--- config.mk ---
export PLATFORM = sky130hd
export DESIGN_NAME = rgbpwm_core
export DESIGN_NICKNAME = d
export VERILOG_FILES = /design/src/rtl/rgbpwm_core.v
export VERILOG_INCLUDE_DIRS = /design/src /design/src/rtl
export SDC_FILE = /design/constraint.sdc
export NUM_CORES = 1
export LEC_CHECK = 0
export BUFFER_PORTS_ARGS = -buffer_cell sky130_fd_sc_hd__buf_4
export CAP_MARGIN = 20
export CORE_UTILIZATION = 39
export CTS_CLUSTER_SIZE = 24
export DETAILED_ROUTE_END_ITERATION = 8
export PLACE_DENSITY = 0.63
export SYNTH_ARGS = -nofsm -noshare
export SYNTH_HDL_FRONTEND = slang
export SYNTH_SLANG_ARGS = --single-unit
--- constraint.sdc ---
create_clock -name clk -period 8.35 [get_ports clk]
set_input_delay 1.2525 -clock clk [delete_from_list [all_inputs] [get_ports clk]]
set_output_delay 1.2525 -clock clk [all_outputs]
set_load 0.05 [all_outputs]
--- src/rtl/rgbpwm_map.vh ---
// constants for the three-channel led dimming and pwm core
// What this block does
// - step count is absolute position difference
// - run lasts steps times step time
// - rise 15 then time 3 runs up
// - fall 1 then time 4 runs down
// - three independent reprogrammable pwm channels
// - five-bit duty, 32 settings
// - duty zero holds led off
// - mid duty gives proportional on ratio
// - duty max keeps led always on
// - duty accepted any time, even dimming
// - pwm never alters led_current_level
// - one thirty-first per step, 2.1 kHz clock
// - byte is 3-bit selector, 5-bit value
// - change starts at byte acknowledge
`ifndef RGBPWM_MAP_VH
`define RGBPWM_MAP_VH
// ---------------------------------------------------------------
// command selectors
// ---------------------------------------------------------------
`define RGBPWM_SEL_MSB       7
`define RGBPWM_SEL_LSB       5
`define RGBPWM_VAL_MSB       4
`define RGBPWM_SEL_SHUTDOWN  3'h0
`define RGBPWM_SEL_CURRENT   3'h1
`define RGBPWM_SEL_RED       3'h2
`define RGBPWM_SEL_GREEN     3'h3
`define RGBPWM_SEL_BLUE      3'h4
`define RGBPWM_SEL_RISE      3'h5
`define RGBPWM_SEL_FALL      3'h6
`define RGBPWM_SEL_RUN       3'h7
// ---------------------------------------------------------------
// reset values and limits
// ---------------------------------------------------------------
`define RGBPWM_RST_VAL       5'h00
`define RGBPWM_CODE_MAX      5'h1f
`define RGBPWM_PWM_LAST      5'h1e
// ---------------------------------------------------------------
// timing: clock 250 MHz, pwm period 2.1 kHz, time unit 8 ms
// ---------------------------------------------------------------
`define RGBPWM_CLK_HZ        250000000
`define RGBPWM_PWM_HZ        2100
`define RGBPWM_PWM_SLOTS     31
`define RGBPWM_STEP_UNIT_MS  8
`define RGBPWM_TICK_CYC      (`RGBPWM_CLK_HZ / (`RGBPWM_PWM_HZ * `RGBPWM_PWM_SLOTS))
`define RGBPWM_UNIT_CYC      (`RGBPWM_CLK_HZ / 1000 * `RGBPWM_STEP_UNIT_MS)
`endif

--- src/rtl/rgbpwm_core.v ---
// three-channel led pwm and gradual dimming core behind a byte command port
`include "rgbpwm_map.vh"
module rgbpwm_core #(
  parameter TICK_CYC = `RGBPWM_TICK_CYC, // clocks per pwm slot
  parameter UNIT_CYC = `RGBPWM_UNIT_CYC  // clocks per 8 ms time unit
) (
  input  wire       clk,            // 250 MHz clock
  input  wire       rst_n,          // async active-low reset
  input  wire       cmd_valid,      // one-cycle pulse: byte acknowledged
  input  wire [7:0] cmd_byte,       // command byte
  output reg        led_red_on,     // red gate
  output reg        led_green_on,   // green gate
  output reg        led_blue_on,    // blue gate
  output reg  [4:0] led_current_level, // present step code
  output reg        shutdown_out,   // chip shut down
  output reg        dimming_busy    // dimming run in progress
);
  // ---------------------------------------------------------------
  // reset release
  // ---------------------------------------------------------------
  reg rst_s1_reg;
  reg rst_s2_reg;
  always @(posedge clk or negedge rst_n)
  begin
    if (!rst_n)
    begin
      rst_s1_reg <= 1'b0;
      rst_s2_reg <= 1'b0;
    end
    else
    begin
      rst_s1_reg <= 1'b1;
      rst_s2_reg <= rst_s1_reg;
    end
  end
  wire rst_l = rst_s2_reg;

  // ---------------------------------------------------------------
  // helpers
  // ---------------------------------------------------------------
  // distance between two step codes; the direction is kept apart
  function [4:0] absdiff;
    input [4:0] a;
    input [4:0] b;
    begin
      absdiff = (a > b) ? (a - b) : (b - a);
    end
  endfunction

  // one code toward the end point; a bad end point cannot push past 0 or 31
  function [4:0] step_toward;
    input [4:0] code;
    input       up;
    begin
      if (up && code != `RGBPWM_CODE_MAX)
        step_toward = code + 5'h01;
      else if (!up && code != 5'h00)
        step_toward = code - 5'h01;
      else
        step_toward = code;
    end
  endfunction

  // one colour gate: on while the slot is below the duty code
  function gate_on;
    input [4:0] slot;
    input [4:0] duty;
    input       off;
    begin
      gate_on = !off && (slot < duty);
    end
  endfunction

  // ---------------------------------------------------------------
  // command decode
  // ---------------------------------------------------------------
  wire [2:0] sel          = cmd_byte[`RGBPWM_SEL_MSB:`RGBPWM_SEL_LSB];
  wire [4:0] val          = cmd_byte[`RGBPWM_VAL_MSB:0];
  wire       cmd_shutdown = cmd_valid && (sel == `RGBPWM_SEL_SHUTDOWN);
  wire       cmd_current  = cmd_valid && (sel == `RGBPWM_SEL_CURRENT);
  wire       cmd_red      = cmd_valid && (sel == `RGBPWM_SEL_RED);
  wire       cmd_green    = cmd_valid && (sel == `RGBPWM_SEL_GREEN);
  wire       cmd_blue     = cmd_valid && (sel == `RGBPWM_SEL_BLUE);
  wire       cmd_rise     = cmd_valid && (sel == `RGBPWM_SEL_RISE);
  wire       cmd_fall     = cmd_valid && (sel == `RGBPWM_SEL_FALL);
  wire       cmd_run      = cmd_valid && (sel == `RGBPWM_SEL_RUN);

  // ---------------------------------------------------------------
  // stored values and counters
  // ---------------------------------------------------------------
  reg [4:0]  duty_r_reg;
  reg [4:0]  duty_g_reg;
  reg [4:0]  duty_b_reg;
  reg [4:0]  target_reg;
  reg        dir_up_reg;
  reg [4:0]  step_time_reg;
  reg [4:0]  steps_left_reg;
  reg [4:0]  unit_left_reg;
  reg [31:0] unit_cnt_reg;
  reg [31:0] tick_cnt_reg;
  reg [4:0]  slot_reg;
  reg [1:0]  state_reg;
  reg [1:0]  state_next;

  // ---------------------------------------------------------------
  // dimming run state
  // ---------------------------------------------------------------
  localparam [1:0] ST_IDLE = 2'b01;
  localparam [1:0] ST_RUN  = 2'b10;

  wire       running   = (state_reg == ST_RUN);
  wire       unit_done = (unit_cnt_reg == UNIT_CYC - 1);
  wire       step_done = running && unit_done && (unit_left_reg == 5'h01);
  wire       last_step = step_done && (steps_left_reg == 5'h01);
  wire [4:0] run_dist  = absdiff(led_current_level, target_reg);
  // a zero time or zero distance starts nothing
  wire       run_go    = cmd_run && (val != 5'h00) && (run_dist != 5'h00);
  wire       run_stop  = cmd_shutdown || cmd_current;

  always @*
  begin
    state_next = state_reg;
    case (state_reg)
      ST_IDLE:
      begin
        if (run_go)
          state_next = ST_RUN;
      end
      ST_RUN:
      begin
        // a shut down, level or run command in the same cycle as the last step wins over it
        if (run_stop)
          state_next = ST_IDLE;
        else if (cmd_run)
          state_next = run_go ? ST_RUN : ST_IDLE;
        else if (last_step)
          state_next = ST_IDLE;
      end
      default: state_next = ST_IDLE;
    endcase
  end

  always @(posedge clk or negedge rst_l)
  begin
    if (!rst_l)
    begin
      state_reg    <= ST_IDLE;
      dimming_busy <= 1'b0;
    end
    else
    begin
      state_reg    <= state_next;
      dimming_busy <= (state_next == ST_RUN);
    end
  end

  // ---------------------------------------------------------------
  // step interval: step_time units of 8 ms each
  // ---------------------------------------------------------------
  always @(posedge clk or negedge rst_l)
  begin
    if (!rst_l)
    begin
      step_time_reg <= `RGBPWM_RST_VAL;
      unit_left_reg <= `RGBPWM_RST_VAL;
      unit_cnt_reg  <= 32'h0;
    end
    else if (cmd_run)
    begin
      step_time_reg <= val;
      unit_left_reg <= val;
      unit_cnt_reg  <= 32'h0;
    end
    else if (running)
    begin
      unit_cnt_reg <= unit_done ? 32'h0 : unit_cnt_reg + 32'h1;
      if (unit_done)
        unit_left_reg <= (unit_left_reg == 5'h01) ? step_time_reg : unit_left_reg - 5'h01;
    end
  end

  // ---------------------------------------------------------------
  // step position
  // ---------------------------------------------------------------
  // the count is fixed at launch, so no division is ever needed
  always @(posedge clk or negedge rst_l)
  begin
    if (!rst_l)
      steps_left_reg <= `RGBPWM_RST_VAL;
    else if (cmd_run)
      steps_left_reg <= run_dist;
    else if (step_done)
      steps_left_reg <= steps_left_reg - 5'h01;
  end

  // a direct level write or a shut down overrides a step in the same cycle
  always @(posedge clk or negedge rst_l)
  begin
    if (!rst_l)
      led_current_level <= `RGBPWM_RST_VAL;
    else if (cmd_shutdown)
      led_current_level <= `RGBPWM_RST_VAL;
    else if (cmd_current)
      led_current_level <= val;
    else if (step_done)
      led_current_level <= step_toward(led_current_level, dir_up_reg);
  end

  always @(posedge clk or negedge rst_l)
  begin
    if (!rst_l)
      shutdown_out <= 1'b1;
    else if (cmd_shutdown)
      shutdown_out <= 1'b1;
    else if (cmd_current || cmd_run)
      shutdown_out <= 1'b0;
  end

  // ---------------------------------------------------------------
  // end point and direction
  // ---------------------------------------------------------------
  // a change during a run keeps the step count taken at launch, but its direction applies to the remaining steps
  always @(posedge clk or negedge rst_l)
  begin
    if (!rst_l)
    begin
      target_reg <= `RGBPWM_RST_VAL;
      dir_up_reg <= 1'b1;
    end
    else if (cmd_rise)
    begin
      target_reg <= val;
      dir_up_reg <= 1'b1;
    end
    else if (cmd_fall)
    begin
      target_reg <= val;
      dir_up_reg <= 1'b0;
    end
  end

  // ---------------------------------------------------------------
  // duty codes, writable at any time, even during a run
  // ---------------------------------------------------------------
  always @(posedge clk or negedge rst_l)
  begin
    if (!rst_l)
      duty_r_reg <= `RGBPWM_RST_VAL;
    else if (cmd_red)
      duty_r_reg <= val;
  end

  always @(posedge clk or negedge rst_l)
  begin
    if (!rst_l)
      duty_g_reg <= `RGBPWM_RST_VAL;
    else if (cmd_green)
      duty_g_reg <= val;
  end

  always @(posedge clk or negedge rst_l)
  begin
    if (!rst_l)
      duty_b_reg <= `RGBPWM_RST_VAL;
    else if (cmd_blue)
      duty_b_reg <= val;
  end

  // ---------------------------------------------------------------
  // pwm: 31 slots per period, slot advances at 2.1 kHz * 31
  // ---------------------------------------------------------------
  wire tick = (tick_cnt_reg == TICK_CYC - 1);

  always @(posedge clk or negedge rst_l)
  begin
    if (!rst_l)
      tick_cnt_reg <= 32'h0;
    else
      tick_cnt_reg <= tick ? 32'h0 : tick_cnt_reg + 32'h1;
  end

  // 31 slots, not 32, so the full code leaves no off slot at all
  always @(posedge clk or negedge rst_l)
  begin
    if (!rst_l)
      slot_reg <= 5'h00;
    else if (tick)
      slot_reg <= (slot_reg == `RGBPWM_PWM_LAST) ? 5'h00 : slot_reg + 5'h01;
  end

  // gates only; the current code is never touched here
  // the gates lag the duty write by one clock, which no led can show
  always @(posedge clk or negedge rst_l)
  begin
    if (!rst_l)
    begin
      led_red_on   <= 1'b0;
      led_green_on <= 1'b0;
      led_blue_on  <= 1'b0;
    end
    else
    begin
      led_red_on   <= gate_on(slot_reg, duty_r_reg, shutdown_out);
      led_green_on <= gate_on(slot_reg, duty_g_reg, shutdown_out);
      led_blue_on  <= gate_on(slot_reg, duty_b_reg, shutdown_out);
    end
  end
endmodule // rgbpwm_core

# Word level (Yosys, flattened, before mapping)
# Cells that the tools add are included.
dict set report totals {
  regBits 119
  out_inout_bits 10
  latchBits 0
  word_cells 113
  ram_bits 0
  mem_count 0
  rom_bits 0
}
dict set report op_classes {
  n_reduce_logical 35
  n_bitwise 0
  eq_ne 16
  muxes 29
  div_mod_pow 0
  magnitude_cmp 4
  n_addsub 9
  mul 0
  shift 0
}
# cell n
set ops {}
lappend ops {{2-to-1 mux 32 bit} 4}
lappend ops {{2-to-1 mux 5 bit} 15}
lappend ops {{adder 32 x 1 -> 32 bit, second input constant} 2}
lappend ops {{== test 32 x 12 -> 1 bit, second input constant} 1}
lappend ops {{== test 32 x 21 -> 1 bit, second input constant} 1}
lappend ops {{logical AND 1 bit} 18}
lappend ops {{< comparator 5 bit} 3}
lappend ops {{nonzero test 5 bit} 3}
lappend ops {{subtractor 5 x 1 -> 5 bit, second input constant} 3}
lappend ops {{== test 3 bit, second input constant} 4}
lappend ops {{adder 5 x 1 -> 5 bit, second input constant} 2}
lappend ops {{== test 5 x 1 -> 1 bit, second input constant} 2}
lappend ops {{2-to-1 mux 2 bit} 5}
lappend ops {{nonzero test 2 bit} 5}
lappend ops {{subtractor 5 bit} 2}
lappend ops {{== test 3 x 2 -> 1 bit, second input constant} 2}
lappend ops {{== test 5 bit, second input constant} 1}
lappend ops {{> comparator 5 bit} 1}
lappend ops {{!= test 5 bit, second input constant} 1}
lappend ops {{== test 2 bit, second input constant} 2}
lappend ops {{2-to-1 mux 1 bit} 4}
lappend ops {{case mux 2 bit (2 select lines)} 1}
lappend ops {{AND reduction 2 bit} 2}
lappend ops {{nonzero test 4 bit} 1}
lappend ops {{other kinds (6)} 8}

# Depth between registers and ports, before layout
dict set report logic_depth {
  ltp_word 9
  ltp_mapped 11
  ltp_nobuf 10
}

# Worst setup path before layout
# No wires, ideal clock.
dict set report synth_timing {
  kind {input -> register}
  start {input port cmd_byte[6]}
  end {register unit_cnt_reg[20]}
  path_stages 7
  arrival_time_ns 2.943
  path_slack_ns 5.329
  setup_ns 0.078
  required_time_ns 8.272
  path_buffers 2
  cell_sequence {clkbuf_1 -> a41oi_1 -> clkbuf_1 -> nor4_1 -> nand2_1 -> or3_1 -> a21oi_1}
}
dict set report synth_between {
  elab_chain_cells 3
  elab_cells_between_ends 4
  cone_classes {eq/ne: 1; mux: 1; reduce/logical: 2}
}
# element line
set synth_rtl {}
lappend synth_rtl {{start: declaration} rgbpwm_core.v:10} ;# input wire [7:0] cmd_byte,
lappend synth_rtl {{== test 3 bit (no source line) (*)} --}
lappend synth_rtl {{logical AND 1 bit (*)} rgbpwm_core.v:86} ;# wire cmd_run = cmd_valid && (sel == `RGBPWM_SEL_RUN);
lappend synth_rtl {{2-to-1 mux 32 bit or nonzero test 2 bit (tied branches)} --}
lappend synth_rtl {{end signal: assignment} rgbpwm_core.v:176} ;# unit_cnt_reg <= unit_done ? 32'h0 : unit_cnt_reg + 32'h1;
lappend synth_rtl {{end: declaration} rgbpwm_core.v:99} ;# reg [31:0] unit_cnt_reg;
# Mark *: on every way between the ends. The rest lies on a longest branch, timed or not.
# A chain may end at the register's enable or synchronous reset.

# Worst setup path in the final report
dict set report layout_timing {
  start {input port cmd_byte[5]}
  end {register unit_cnt_reg[23]}
}
# The elaborated chain is that of the path after synthesis.

==> run_results.csv <==
group,metric,value,unit
clock_tree,path_clk_slew,60,ps
critical_path,r2r_start,"led_current_level[3]",
clock_tree,cts_hold_buffers,0,
critical_path,crit_top_cell,"nor2_1",
sta,max_slew.worst_pin.slew,1040,ps
clock_tree,numCtsBuffers,17,
sta,fmax,0.318,GHz
final_layout,n_antenna_cell,0,
global_routing,grt_overflow,0,
global_routing,grt_pass1_vias,5151,
critical_path,cp.required,8630,ps
power,leakage,3.46,nW
logic_synthesis,async_flop_share,100,%
logic_synthesis,ys_types,56,
placement,numPortBuffers,20,
floorplanning,initial_core_util,39.8,%
critical_path,critPathArrivalTime,3430,ps
logic_synthesis,synthTopCellsByArea,"dfrtp_1 (44%), ha_1 (6.5%), o21ai_0 (4.8%), nand2_1 (4.6%), xor2_1 (4.3%)",
power,power,1.77,mW
logic_synthesis,yosysTopAreaCellShare,44.2,%
floorplanning,rows,47,
clock_tree,cts.repair.resized,0,
logic_synthesis,synth_commonest_cells,"dfrtp_1 (116), nand2_1 (80), o21ai_0 (63)",
critical_path,crit_fanout,14,
clock_tree,clkLatencyLatePin,420,ps
floorplanning,core_area,16500,µm²
final_layout,finalNetCount,771,
critical_path,ff2ff_path_depth,9,
detailed_routing,first_pass_iters,4,
detailed_routing,vias,5181,
logic_synthesis,synth_area,6570,µm²
critical_path,cp-start-kind,"primary input",
final_layout,synthToLayoutAreaGrowth,15.5,%
global_routing,grt_pass1_wl,25.0,mm
floorplanning,dieWidth,132,µm
clock_tree,clkSinkCount,119,
logic_synthesis,syn_avg_cell_area,9.45,µm²
critical_path,timing.rr.end,"state_reg[1]",
placement,dp_hpwl,9.88,mm
critical_path,reg2reg_slack,5400,ps
critical_path,slowest_stage,"or3_1",
floorplanning,dieArea,17400,µm²
global_routing,grt_max_degree,81,
placement,gp_congestion,0.905,
logic_synthesis,syn_inst,695,
sta,slew_headroom,29.7,%
critical_path,endpoint_kind,"flip-flop",
critical_path,path_cells,"buf_4, a41oi_1, or3_1, nor3_1, nand2_1, nor2_1, xnor2_1, nor2_1",
critical_path,cp_top_family,"simple AND/OR/NAND/NOR gates",
clock_tree,cts_tree,"yes",
sta,rsz0062_at_grt,"false",
detailed_routing,ant_nets,0,
sta,slew_viol_final,0,
sta,setup_tns,0,ps
power,power_density,234,nW/µm²
final_layout,drive_above_1_share,11.1,%
floorplanning,die_y,132,µm
logic_synthesis,ys_seq_area_share,45.4,%
logic_synthesis,post-synth-top-count-cell,"dfrtp_1",
power,peakVddDrop,184,µV
sta,period_minus_slack,3140,ps
detailed_routing,drt_wl_total,14.5,mm
sta,min_period_over_period,37.7,%
critical_path,critPathMaxStageDelay,620,ps
critical_path,path_buf_inv,1,
logic_synthesis,yosysTopAreaCell,"dfrtp_1",
logic_synthesis,yosysWarnings,0,
flow_run,maxCapViolCount,0,
clock_tree,cts_setup_buffers,0,
clock_tree,cts_root_buf,"clkbuf_16",
critical_path,worstSetupPathType,"in2reg",
detailed_routing,drtIter0Drc,319,
clock_tree,max-clock-path-buffers,2,
run_status,status,"completed",
logic_synthesis,ys.flop_type,"dfrtp_1",
detailed_routing,drc,0,
clock_tree,h-tree-depth,4,
logic_synthesis,synth_fp_nets,743,
logic_synthesis,ys_ff_latch,119,
sta,hold_violations,0,
hold_path,hold_class,"reg2async",
logic_synthesis,synth_edf_count,0,
detailed_routing,via_per_inst,5.42,
sta,clock_skew,9.10,ps
global_routing,track_usage,17.9,%
sta,setup_violations,0,
global_routing,antenna_found_initial,0,
floorplanning,ios,21,
detailed_routing,wl_per_cell,15.2,µm
## worst max path at each step
stage	from	end	slack [ps]	cells past startpoint
after floorplan	rst_l	dimming_busy	4790	0
after global placement	cmd_byte[5]	unit_cnt_reg[21]	4860	8
after detailed placement	cmd_byte[5]	unit_cnt_reg[23]	4790	8
after CTS	cmd_byte[5]	unit_cnt_reg[23]	5250	8
after global routing	cmd_byte[5]	unit_cnt_reg[23]	5020	8
final	cmd_byte[5]	unit_cnt_reg[23]	5210	8
## per-stage QoR
stage / area (µm²) / cells / util [%] / hold slack (ps) / worst slack [ps]
finish: 7590 / 956 / 45.9 / 305 / 5210
global route: 7590 / 956 / 45.9 / 351 / 5020
CTS: 7560 / 954 / 45.7 / 319 / 5250
detailed placement: 6960 / 922 / 42.1 / 309 / 4790
global placement: 6960 / 922 / 42.1 / 303 / 4860
floorplan: 6570 / 695 / - / 331 / 4790
## kinds of logic after synthesis
family | synth area share, %
AO/OA/AOI/OAI | 11.5
XOR/XNOR | 8.13
adder cells (fa/ha/maj) | 7.39
buffers and inverters | 2.91
flip-flops | 45.4
multiplexers | 3.09
other | 0.0571
AND/OR/NAND/NOR | 21.5
## routing by layer
layer	wire length [µm]	up-vias	track usage [%]
li1	-	2510	-
met1	6670	2557	22.7
met2	7080	88	29.5
met3	493	26	4.73
met4	266	0	6.20
met5	0	-	0
## where the power goes
group	switching, mW	total, mW	leakage [nW]	internal [mW]
combinational	0.210	0.362	1.62	0.152
sequential	0.0487	0.686	1.56	0.637
clock	0.276	0.726	0.280	0.450
total	0.535	1.77	3.46	1.24
## cell type report
class	count	area (µm²)
Sequential cell	119	2990
Fill cell	1545	8940
Tap cell	220	275
Inverter	32	120
Clock buffer	19	443
Clock inverter	13	149
Timing Repair Buffer	27	220
Multi-Input combinational cell	526	3400
## placed cells by master (no fill, tap or decap), types with 4 or more instances in the layout
cell,instances
ha_1,34
o31ai_1,4
mux2_2,10
nor4_1,13
nand2b_1,4
or4_1,5
or3_1,6
nand2_1,80
and3_1,15
nor3_1,14
clkinv_4,5
clkbuf_16,17
a21oi_1,22
a211oi_1,7
xnor2_1,29
nor2b_1,8
o21a_1,6
mux2i_1,9
and4_1,9
inv_1,32
nand3_1,35
nor2_1,58
o21ai_0,63
dfrtp_1,115
buf_4,25
xor2_1,32
nand4_1,15
(Power assumes the default switching activity.)
